===== src/ext_irq_defs.svh =====
// Constants for the external interrupt configuration block.
// Assumes it is included by bare name from each design file that needs it.
`ifndef EXT_IRQ_DEFS_SVH
`define EXT_IRQ_DEFS_SVH

`define SFR_ADDR_EXT_IRQ_CONFIG 8'hE4
`define SFR_PAGE_EXT_IRQ_CONFIG 8'h00
`define SFR_ADDR_EXT_PRIORITY_TWO 8'hF7
`define EXT_IRQ_CONFIG_RESET 8'h01
`define EXT_PRIORITY_TWO_RESET 8'h00
`define EXT_PRIORITY_TWO_WMASK 8'h0F
`define IRQ_B_POLARITY_BIT 7
`define IRQ_B_SEL_HI 6
`define IRQ_B_SEL_LO 4
`define IRQ_A_POLARITY_BIT 3
`define IRQ_A_SEL_HI 2
`define IRQ_A_SEL_LO 0
`define TIMER_CONTROL_REG_IRQ_A_PENDING_BIT 1
`define TIMER_CONTROL_REG_IRQ_B_PENDING_BIT 3
`define SYNC_STAGES 2

`endif


===== src/ext_irq_pkg.sv =====
// Types shared by the external interrupt configuration block.
// Assumes nothing of its surroundings.
package ext_irq_pkg;
  typedef logic [2:0] pin_sel_type;
  typedef enum logic {
    trig_level,
    trig_edge
  } trig_mode_type;
endpackage


===== src/external_interrupt_config.sv =====
// Top of the external interrupt configuration block with its two SFRs.
// Assumes a simple SFR bus: one-cycle write strobe, combinational read data.
//
// Notes on behaviour
// - Polarity bit clear means active low; set means active high.
// - Trigger-type bit one selects edge mode; zero selects level mode.
// - Second interrupt polarity is config bit 7; one is active high.
// - First interrupt polarity is config bit 3; zero is active low.
// - Bits 6:4 pick the port 0 pin for the second interrupt.
// - Bits 2:0 pick the port 0 pin for the first interrupt.
// - Pin selection ignores the crossbar allocation of that pin.
// - Pins are only observed, never driven or altered.
// - Pending flags appear at timer control bits 1 and 3.
// - Active edge sets pending; vectoring to the routine clears it.
// - Level mode pending flag follows the qualified input.
// - Priority register at 0xF7 on all pages; upper nibble reads zero.
// - Config register at 0xE4 on page 0, reset value 0x01.
`timescale 1ns/1ps
`include "ext_irq_defs.svh"
module external_interrupt_config #(
  parameter int PINS = 8
) (
  input wire logic i_clk,
  input wire logic i_rst,
  input wire logic [PINS-1:0] i_port0_pins,
  input wire logic [7:0] i_sfr_addr,
  input wire logic [7:0] i_sfr_page,
  input wire logic i_sfr_wr,
  input wire logic [7:0] i_sfr_wdata,
  input wire logic i_irq_a_trigger_type,
  input wire logic i_irq_b_trigger_type,
  input wire logic i_irq_a_vector_ack,
  input wire logic i_irq_b_vector_ack,
  output logic [7:0] o_sfr_rdata,
  output logic o_sfr_hit,
  output logic o_irq_a_pending,
  output logic o_irq_b_pending,
  output logic [7:0] o_timer_control_pending,
  output logic [3:0] o_priority_select
);
  logic [7:0] ext_irq_config_reg;
  logic [7:0] ext_irq_config_next;
  logic [7:0] ext_priority_two_reg;
  logic [7:0] ext_priority_two_next;
  logic [PINS-1:0] pins_sync;
  logic hit_config;
  logic hit_priority;
  logic irq_a_pend;
  logic irq_b_pend;
  ext_irq_pkg::trig_mode_type mode_a;
  ext_irq_pkg::trig_mode_type mode_b;

  // Synchronisers are input-only taps on the pins; nothing drives them.
  genvar g;
  generate
    for (g = 0; g < PINS; g++) begin : g_sync
      pin_sync u_sync (
        .i_clk(i_clk),
        .i_rst(i_rst),
        .i_pin(i_port0_pins[g]),
        .o_pin(pins_sync[g])
      );
    end
  endgenerate

  assign hit_config = (i_sfr_addr == `SFR_ADDR_EXT_IRQ_CONFIG) &&
                      (i_sfr_page == `SFR_PAGE_EXT_IRQ_CONFIG);
  assign hit_priority = (i_sfr_addr == `SFR_ADDR_EXT_PRIORITY_TWO);

  assign ext_irq_config_next = (i_sfr_wr && hit_config) ? i_sfr_wdata : ext_irq_config_reg;
  assign ext_priority_two_next = (i_sfr_wr && hit_priority) ?
                                 (i_sfr_wdata & `EXT_PRIORITY_TWO_WMASK) :
                                 ext_priority_two_reg;

  always_ff @(posedge i_clk) begin
    if (i_rst) begin
      ext_irq_config_reg <= `EXT_IRQ_CONFIG_RESET;
      ext_priority_two_reg <= `EXT_PRIORITY_TWO_RESET;
    end else begin
      ext_irq_config_reg <= ext_irq_config_next;
      ext_priority_two_reg <= ext_priority_two_next;
    end
  end

  assign o_sfr_hit = hit_config | hit_priority;
  assign o_sfr_rdata = hit_config ? ext_irq_config_reg :
                       (hit_priority ? ext_priority_two_reg : 8'h00);
  assign o_priority_select = ext_priority_two_reg[3:0];

  assign mode_a = i_irq_a_trigger_type ? ext_irq_pkg::trig_edge : ext_irq_pkg::trig_level;
  assign mode_b = i_irq_b_trigger_type ? ext_irq_pkg::trig_edge : ext_irq_pkg::trig_level;

  irq_channel #(.PINS(PINS)) u_chan_a (
    .i_clk(i_clk),
    .i_rst(i_rst),
    .i_pins_sync(pins_sync),
    .i_pin_select(ext_irq_config_reg[`IRQ_A_SEL_HI:`IRQ_A_SEL_LO]),
    .i_polarity(ext_irq_config_reg[`IRQ_A_POLARITY_BIT]),
    .i_trigger_type(mode_a),
    .i_vector_ack(i_irq_a_vector_ack),
    .o_pending(irq_a_pend),
    .o_active()
  );

  irq_channel #(.PINS(PINS)) u_chan_b (
    .i_clk(i_clk),
    .i_rst(i_rst),
    .i_pins_sync(pins_sync),
    .i_pin_select(ext_irq_config_reg[`IRQ_B_SEL_HI:`IRQ_B_SEL_LO]),
    .i_polarity(ext_irq_config_reg[`IRQ_B_POLARITY_BIT]),
    .i_trigger_type(mode_b),
    .i_vector_ack(i_irq_b_vector_ack),
    .o_pending(irq_b_pend),
    .o_active()
  );

  // Level requests are expected to stay until recognised and to drop before return.
  assign o_irq_a_pending = irq_a_pend;
  assign o_irq_b_pending = irq_b_pend;

  always_comb begin
    o_timer_control_pending = 8'h00;
    o_timer_control_pending[`TIMER_CONTROL_REG_IRQ_A_PENDING_BIT] = irq_a_pend;
    o_timer_control_pending[`TIMER_CONTROL_REG_IRQ_B_PENDING_BIT] = irq_b_pend;
  end
endmodule // external_interrupt_config


===== src/pin_sync.sv =====
// Two-flop synchroniser for one port 0 pin.
// Assumes the pin is asynchronous to i_clk.
`timescale 1ns/1ps
`include "ext_irq_defs.svh"
module pin_sync (
  input wire logic i_clk,
  input wire logic i_rst,
  input wire logic i_pin,
  output logic o_pin
);
  logic meta_reg;
  logic stable_reg;

  always_ff @(posedge i_clk) begin
    if (i_rst) begin
      meta_reg <= 1'b0;
      stable_reg <= 1'b0;
    end else begin
      meta_reg <= i_pin;
      stable_reg <= meta_reg;
    end
  end

  assign o_pin = stable_reg;
endmodule // pin_sync


===== src/irq_channel.sv =====
// One external interrupt channel: pin select, polarity, edge or level, pending flag.
// Assumes the port pins arrive already synchronised to i_clk.
`timescale 1ns/1ps
`include "ext_irq_defs.svh"
module irq_channel #(
  parameter int PINS = 8
) (
  input wire logic i_clk,
  input wire logic i_rst,
  input wire logic [PINS-1:0] i_pins_sync,
  input wire ext_irq_pkg::pin_sel_type i_pin_select,
  input wire logic i_polarity,
  input wire ext_irq_pkg::trig_mode_type i_trigger_type,
  input wire logic i_vector_ack,
  output logic o_pending,
  output logic o_active
);
  logic level_raw;
  logic active_now;
  logic active_prev_reg;
  logic edge_seen;
  logic edge_flag_reg;
  logic edge_flag_next;

  assign level_raw = i_pins_sync[i_pin_select];
  // Polarity clear means the request is active low.
  assign active_now = i_polarity ? level_raw : ~level_raw;
  assign edge_seen = active_now & ~active_prev_reg;
  // An edge in the acknowledge cycle survives the clear.
  assign edge_flag_next = edge_seen ? 1'b1 : (i_vector_ack ? 1'b0 : edge_flag_reg);

  // The previous level keeps tracking through reset, so no false edge follows reset.
  always_ff @(posedge i_clk) begin
    active_prev_reg <= active_now;
  end

  always_ff @(posedge i_clk) begin
    if (i_rst) begin
      edge_flag_reg <= 1'b0;
    end else begin
      edge_flag_reg <= (i_trigger_type == ext_irq_pkg::trig_edge) ? edge_flag_next : 1'b0;
    end
  end

  // Level mode follows the qualified input directly.
  assign o_pending = (i_trigger_type == ext_irq_pkg::trig_edge) ? edge_flag_reg
                                                                 : active_now;
  assign o_active = active_now;
endmodule // irq_channel


===== config.mk =====
export PLATFORM = sky130hd
export DESIGN_NAME = external_interrupt_config
export DESIGN_NICKNAME = d
export VERILOG_FILES = /design/src/ext_irq_pkg.sv /design/src/external_interrupt_config.sv /design/src/pin_sync.sv /design/src/irq_channel.sv
export VERILOG_INCLUDE_DIRS = /design/src
export SDC_FILE = /design/constraint.sdc
export NUM_CORES = 1
export LEC_CHECK = 0
export ABC_AREA = 0
export ABC_CLOCK_PERIOD_IN_PS = 5450
export BUFFER_PORTS_ARGS = -buffer_cell sky130_fd_sc_hd__buf_2
export CAP_MARGIN = 25
export CELL_PAD_IN_SITES_DETAIL_PLACEMENT = 2
export CELL_PAD_IN_SITES_GLOBAL_PLACEMENT = 2
export CORE_UTILIZATION = 30
export DETAILED_ROUTE_END_ITERATION = 12
export PLACE_DENSITY_LB_ADDON = 0.12
export SLEW_MARGIN = 25
export SYNTH_ARGS = -nofsm -noshare
export SYNTH_HDL_FRONTEND = slang
export SYNTH_HIERARCHICAL = 1
export SYNTH_SLANG_ARGS = --single-unit

===== constraint.sdc =====
create_clock -name i_clk -period 5.45 [get_ports i_clk]
set_input_delay 0.8175 -clock i_clk [delete_from_list [all_inputs] [get_ports i_clk]]
set_output_delay 0.8175 -clock i_clk [all_outputs]
set_load 0.01 [all_outputs]

After elaboration in Yosys (flattened, before gate mapping):

Index checks and enable logic that the tools add are counted.

* flip-flop bits (word level): 32
* bits of input ports: 39
* output and inout bits: 23
* logic and storage cells: 59

* magnitude comparators: 2
* equal/unequal tests: 2
* muxes and demuxes: 16
* bitwise gates (word level): 9
* reductions and logical operators: 8

Operator list (number)
* $eq 8x8->1 const B: 2
* $mux 1: 12
* $logic_not 8->1: 1
* $lt 3x4->1 const B: 2
* $mux 8: 1
* $bmux 1 s3: 2
* $not 1->1: 6
* $mux 4: 1
* $reduce_bool 2->1: 2
* $reduce_or 2->1: 2
* $logic_and 1x1->1: 3
* $and 1x1->1: 2
* $or 1x1->1: 1

Depth between registers and ports, before layout:

* depth in word-level cells: 6
* depth in mapped cells: 6
* mapped depth without buffers: 4

Modules after synthesis:

Netlist, hierarchy kept.

By module, submodules not included
* external_interrupt_config: instances 1, cells each 84, area each 747.0 µm²
* pin_sync: instances 8, cells each 4, area each 52.6 µm²
* irq_channel: instances 2, cells each 12, area each 173.9 µm²

Worst setup path before layout:

Ideal clock, no wire load.

* kind: input port to output port
* start: input i_sfr_addr[3]
* end: output o_sfr_rdata[4]
* arrival time: 1.987 ns
* path slack: 2.645 ns
* cell stages on the path: 5
* buffers on the path: 1
* cells stage by stage: nand2b_1 or2_2 clkbuf_4 nor4_1 and2_1

* cells in the longest elaborated chain, start to end: 3

Ends and longest elaborated chain
* from (decl): RTL line external_interrupt_config.sv:26 `input wire logic [7:0] i_sfr_addr,`
* $eq 8x8->1 (no source line)
* $logic_and 1x1->1: RTL line external_interrupt_config.sv:66 `` assign hit_config = (i_sfr_addr == `SFR_ADDR_EXT_IRQ_CONFIG) && ``
* $mux 8: RTL line external_interrupt_config.sv:86 `assign o_sfr_rdata = hit_config ? ext_irq_config_reg :`
* to (decl): RTL line external_interrupt_config.sv:34 `output logic [7:0] o_sfr_rdata,`

Every way passes these cells.

Worst setup path after layout:

* start: input i_sfr_addr[0]
* end: output o_sfr_rdata[7]

Same word-level chain as after synthesis.

==> summary.json <==
{
  "run_status": {
    "status": "completed"
  },
  "cts": {
    "tritoncts": "built",
    "ctsHtreeMaxLevel": 2,
    "clock-root-buffer": "sky130_fd_sc_hd__clkbuf_8",
    "max-clock-path-buffers": 2,
    "cts.repair_timing.setup_buffer_count": 0,
    "post_cts_resized": 0,
    "clock-sinks": 32,
    "path_clk_slew_ns": 0.06,
    "cts-buffers-inserted": 5,
    "postCtsHoldBufs": 0,
    "clk-insertion-delay-late_ns": 0.28
  },
  "timing": {
    "finalCriticalPeriod_ns": 3.258,
    "relSlewSlack": 0.4244,
    "setup_repair_after_global_routing_missed_its_margin": "false",
    "tightest_slew_ns": 0.8597,
    "worst_clock_skew_ns": 0.005319,
    "setup_tns_ns": 0,
    "hold_viol": 0,
    "number_of_pins_exceeding_their_max_slew_limit_in_the_final_report": 0,
    "fin_crit_sh": 0.5977,
    "highest_clock_rate_ghz": 0.3070,
    "timing.final.setup_violations": 0
  },
  "finish": {
    "fill_cells": 545,
    "area_growth_syn_to_layout_pct": 26.09,
    "final-instance-count-excl-fill": 262,
    "postLayoutCoreUtil": 0.3992,
    "final_layout_size_suffix_gt1_frac": 0.3846,
    "n_antenna_cell": 0,
    "final_net_count": 233
  },
  "setup_path": {
    "critical_path.startpoint_type": "primary input",
    "timing_worst_setup_path_type": "primary input to output pin",
    "critical_path_capture_point_type": "output pin",
    "critPathRequiredTime_ns": 4.63,
    "critical_path.reg2reg.startpoint": "ext_irq_config_reg[0]",
    "critPathLaunch": "i_sfr_addr[0]",
    "critical_path.max_fanout": 4,
    "worst_ep_arrival_time_ns": 2.44
  },
  "synth": {
    "ys_warn_count": 6,
    "synth.ff_latch_count": 32,
    "synth_enable_flop_cells": 0,
    "synth_area_um2": 1515,
    "netlist.top_cell.by_area": "sky130_fd_sc_hd__dfxtp_1",
    "synthFlopType": "sky130_fd_sc_hd__dfxtp_1",
    "synth.yosys.seq_area_share": 0.4228,
    "post_synth.cell_area_avg_um2": 10.82,
    "yosys-top-cells-area": "sky130_fd_sc_hd__dfxtp_1 42%, sky130_fd_sc_hd__mux2i_1 7.9%, sky130_fd_sc_hd__nand2b_1 7.0%, sky130_fd_sc_hd__mux4_1 6.9%, sky130_fd_sc_hd__nor2b_1 6.6%",
    "synth.top_cell.area_share": 0.4228,
    "synthDistinctLibCells": 30,
    "async_reset_ff_frac": 0,
    "syn_inst": 140
  },
  "grt": {
    "groute.layer.met1.usage": 0.1454,
    "gr-usage-met3": 0.04006,
    "grt_use_total": 0.1408,
    "m2_gr_usage": 0.2665,
    "globalRouteOverflowTotal": 0,
    "antenna_found_initial": 0,
    "grt-busiest-layer": "met2",
    "global_route_wire_length_before_repair_um": 5568,
    "largest_net_degree_at_the_start_of_global_routing": 39,
    "first_global_vias": 1217
  },
  "place": {
    "dp_hpwl_um": 2912,
    "place.gp.congestion": 0.7157,
    "place.detailed.instances": 254,
    "port_buffers": 55
  },
  "power": {
    "power.density_cell_area_nw_per_um2": 262.0,
    "worst_vdd_rail_ir_drop_uv": 123.2,
    "p_leak_nw": 0.8041,
    "power_uw": 500.7
  },
  "floorplanning": {
    "fp.dieW_um": 73.07,
    "fp.dieH_um": 73.07,
    "initial_core_util": 0.3166,
    "ioPinCount": 62,
    "design.die.area_um2": 5339,
    "floorplan.rows": 25,
    "core_region_area_um2": 4786
  },
  "route": {
    "final_antenna_net_count": 0,
    "vias": 1209,
    "drt-initial-drc-count": 24,
    "routed_via_density": 4.615,
    "detail_routed_net_length_per_standard_cell_um": 13.86,
    "drtPass1Iterations": 4,
    "totalWireLength_um": 3631,
    "drt_drc_violations_left": 0
  },
  "min_path": {
    "min-delay-start": "g_sync[1].u_sync/meta_reg",
    "hold_class": "register to register"
  },
  "flow_run": {
    "max-cap-violations": 0
  }
}
-- where the power goes --
| group | switching (mW) | internal [mW] | leakage, nW |
|---|---|---|---|
| sequential | 0.00209 | 0.240 | 0.262 |
| combinational | 0.0193 | 0.0219 | 0.487 |
| clock | 0.0816 | 0.135 | 0.0552 |
-- cell usage after synthesis (3+ instances only) --
cell                       instances
sky130_fd_sc_hd__mux4_1            4
sky130_fd_sc_hd__buf_4             8
sky130_fd_sc_hd__nor2_1           12
sky130_fd_sc_hd__nor2b_1          16
sky130_fd_sc_hd__inv_1             3
sky130_fd_sc_hd__a22oi_1           4
sky130_fd_sc_hd__nand2b_1         17
sky130_fd_sc_hd__dfxtp_1          32
sky130_fd_sc_hd__mux2i_1          12
sky130_fd_sc_hd__clkbuf_1          3
sky130_fd_sc_hd__and2_1            4
-- area by class of cell --
type,count,area (um2),area share
flip-flops and latches,32,640.6,0.3353
clock inverters,2,35.03,0.01834
well taps,67,83.83,0.04388
multi-input cells,97,792.0,0.4145
inverters,3,11.26,0.005894
repair buffers,55,275.3,0.1441
clock buffers,6,72.57,0.03798
-- through the flow --
stage                     hold WS (ns)  setup WS [ns]  instance area (um2)
final                           0.4455          2.192                 1911
after global routing            0.4702          2.087                 1911
after CTS                       0.4560          2.143                 1911
after detailed placement        0.4397          2.159                 1803
after global placement          0.4214          2.325                 1803
after floorplan                 0.4138          2.645                 1534
-- cell families (layout without fill, tap and decap cells) --
logic type / Yosys count / after routing / synth area share
other cells: 1 / 6 / 0.002475
xor+xnor: 2 / 2 / 0.01156
simple gates: 63 / 63 / 0.2717
mux: 20 / 20 / 0.1932
flops: 32 / 32 / 0.4228
compound gates: 6 / 6 / 0.03138
buf+inv: 16 / 66 / 0.06689
-- critical path, cell delays in order --
cell and delay (ns):
sky130_fd_sc_hd__buf_2 0.10, sky130_fd_sc_hd__or4_4 0.55, sky130_fd_sc_hd__nor4_1 0.61, sky130_fd_sc_hd__and2_1 0.23, sky130_fd_sc_hd__buf_2 0.14
-- metal layers --
layer | up-vias | wire [um]
met5 | - | 0
li1 | 574 | -
met1 | 588 | 1384
met3 | 4 | 200
met4 | 0 | 37
met2 | 43 | 2007
-- layout by cell type, fill, tap and decap left out, types with 3 or more instances in the layout --
| master | instances |
|---|---|
| sky130_fd_sc_hd__inv_1 | 3 |
| sky130_fd_sc_hd__conb_1 | 6 |
| sky130_fd_sc_hd__nand2b_1 | 17 |
| sky130_fd_sc_hd__clkbuf_8 | 5 |
| sky130_fd_sc_hd__mux2i_1 | 12 |
| sky130_fd_sc_hd__dfxtp_1 | 32 |
| sky130_fd_sc_hd__nor2b_1 | 16 |
| sky130_fd_sc_hd__buf_2 | 55 |
| sky130_fd_sc_hd__nor2_1 | 12 |
| sky130_fd_sc_hd__mux4_1 | 4 |
| sky130_fd_sc_hd__a22oi_1 | 4 |
| sky130_fd_sc_hd__and2_1 | 4 |
-- final timing paths --
check / endpoint / slack [ns] / cells after the start
min: g_sync[1].u_sync/o_pin / 0.45 / 1
max: o_sfr_rdata[7] / 2.19 / 5
max reg2reg: u_chan_a/edge_flag_reg / 3.54 / 4
min reg2reg: g_sync[1].u_sync/o_pin / 0.45 / 1
Power figures use the tool's default switching activity.
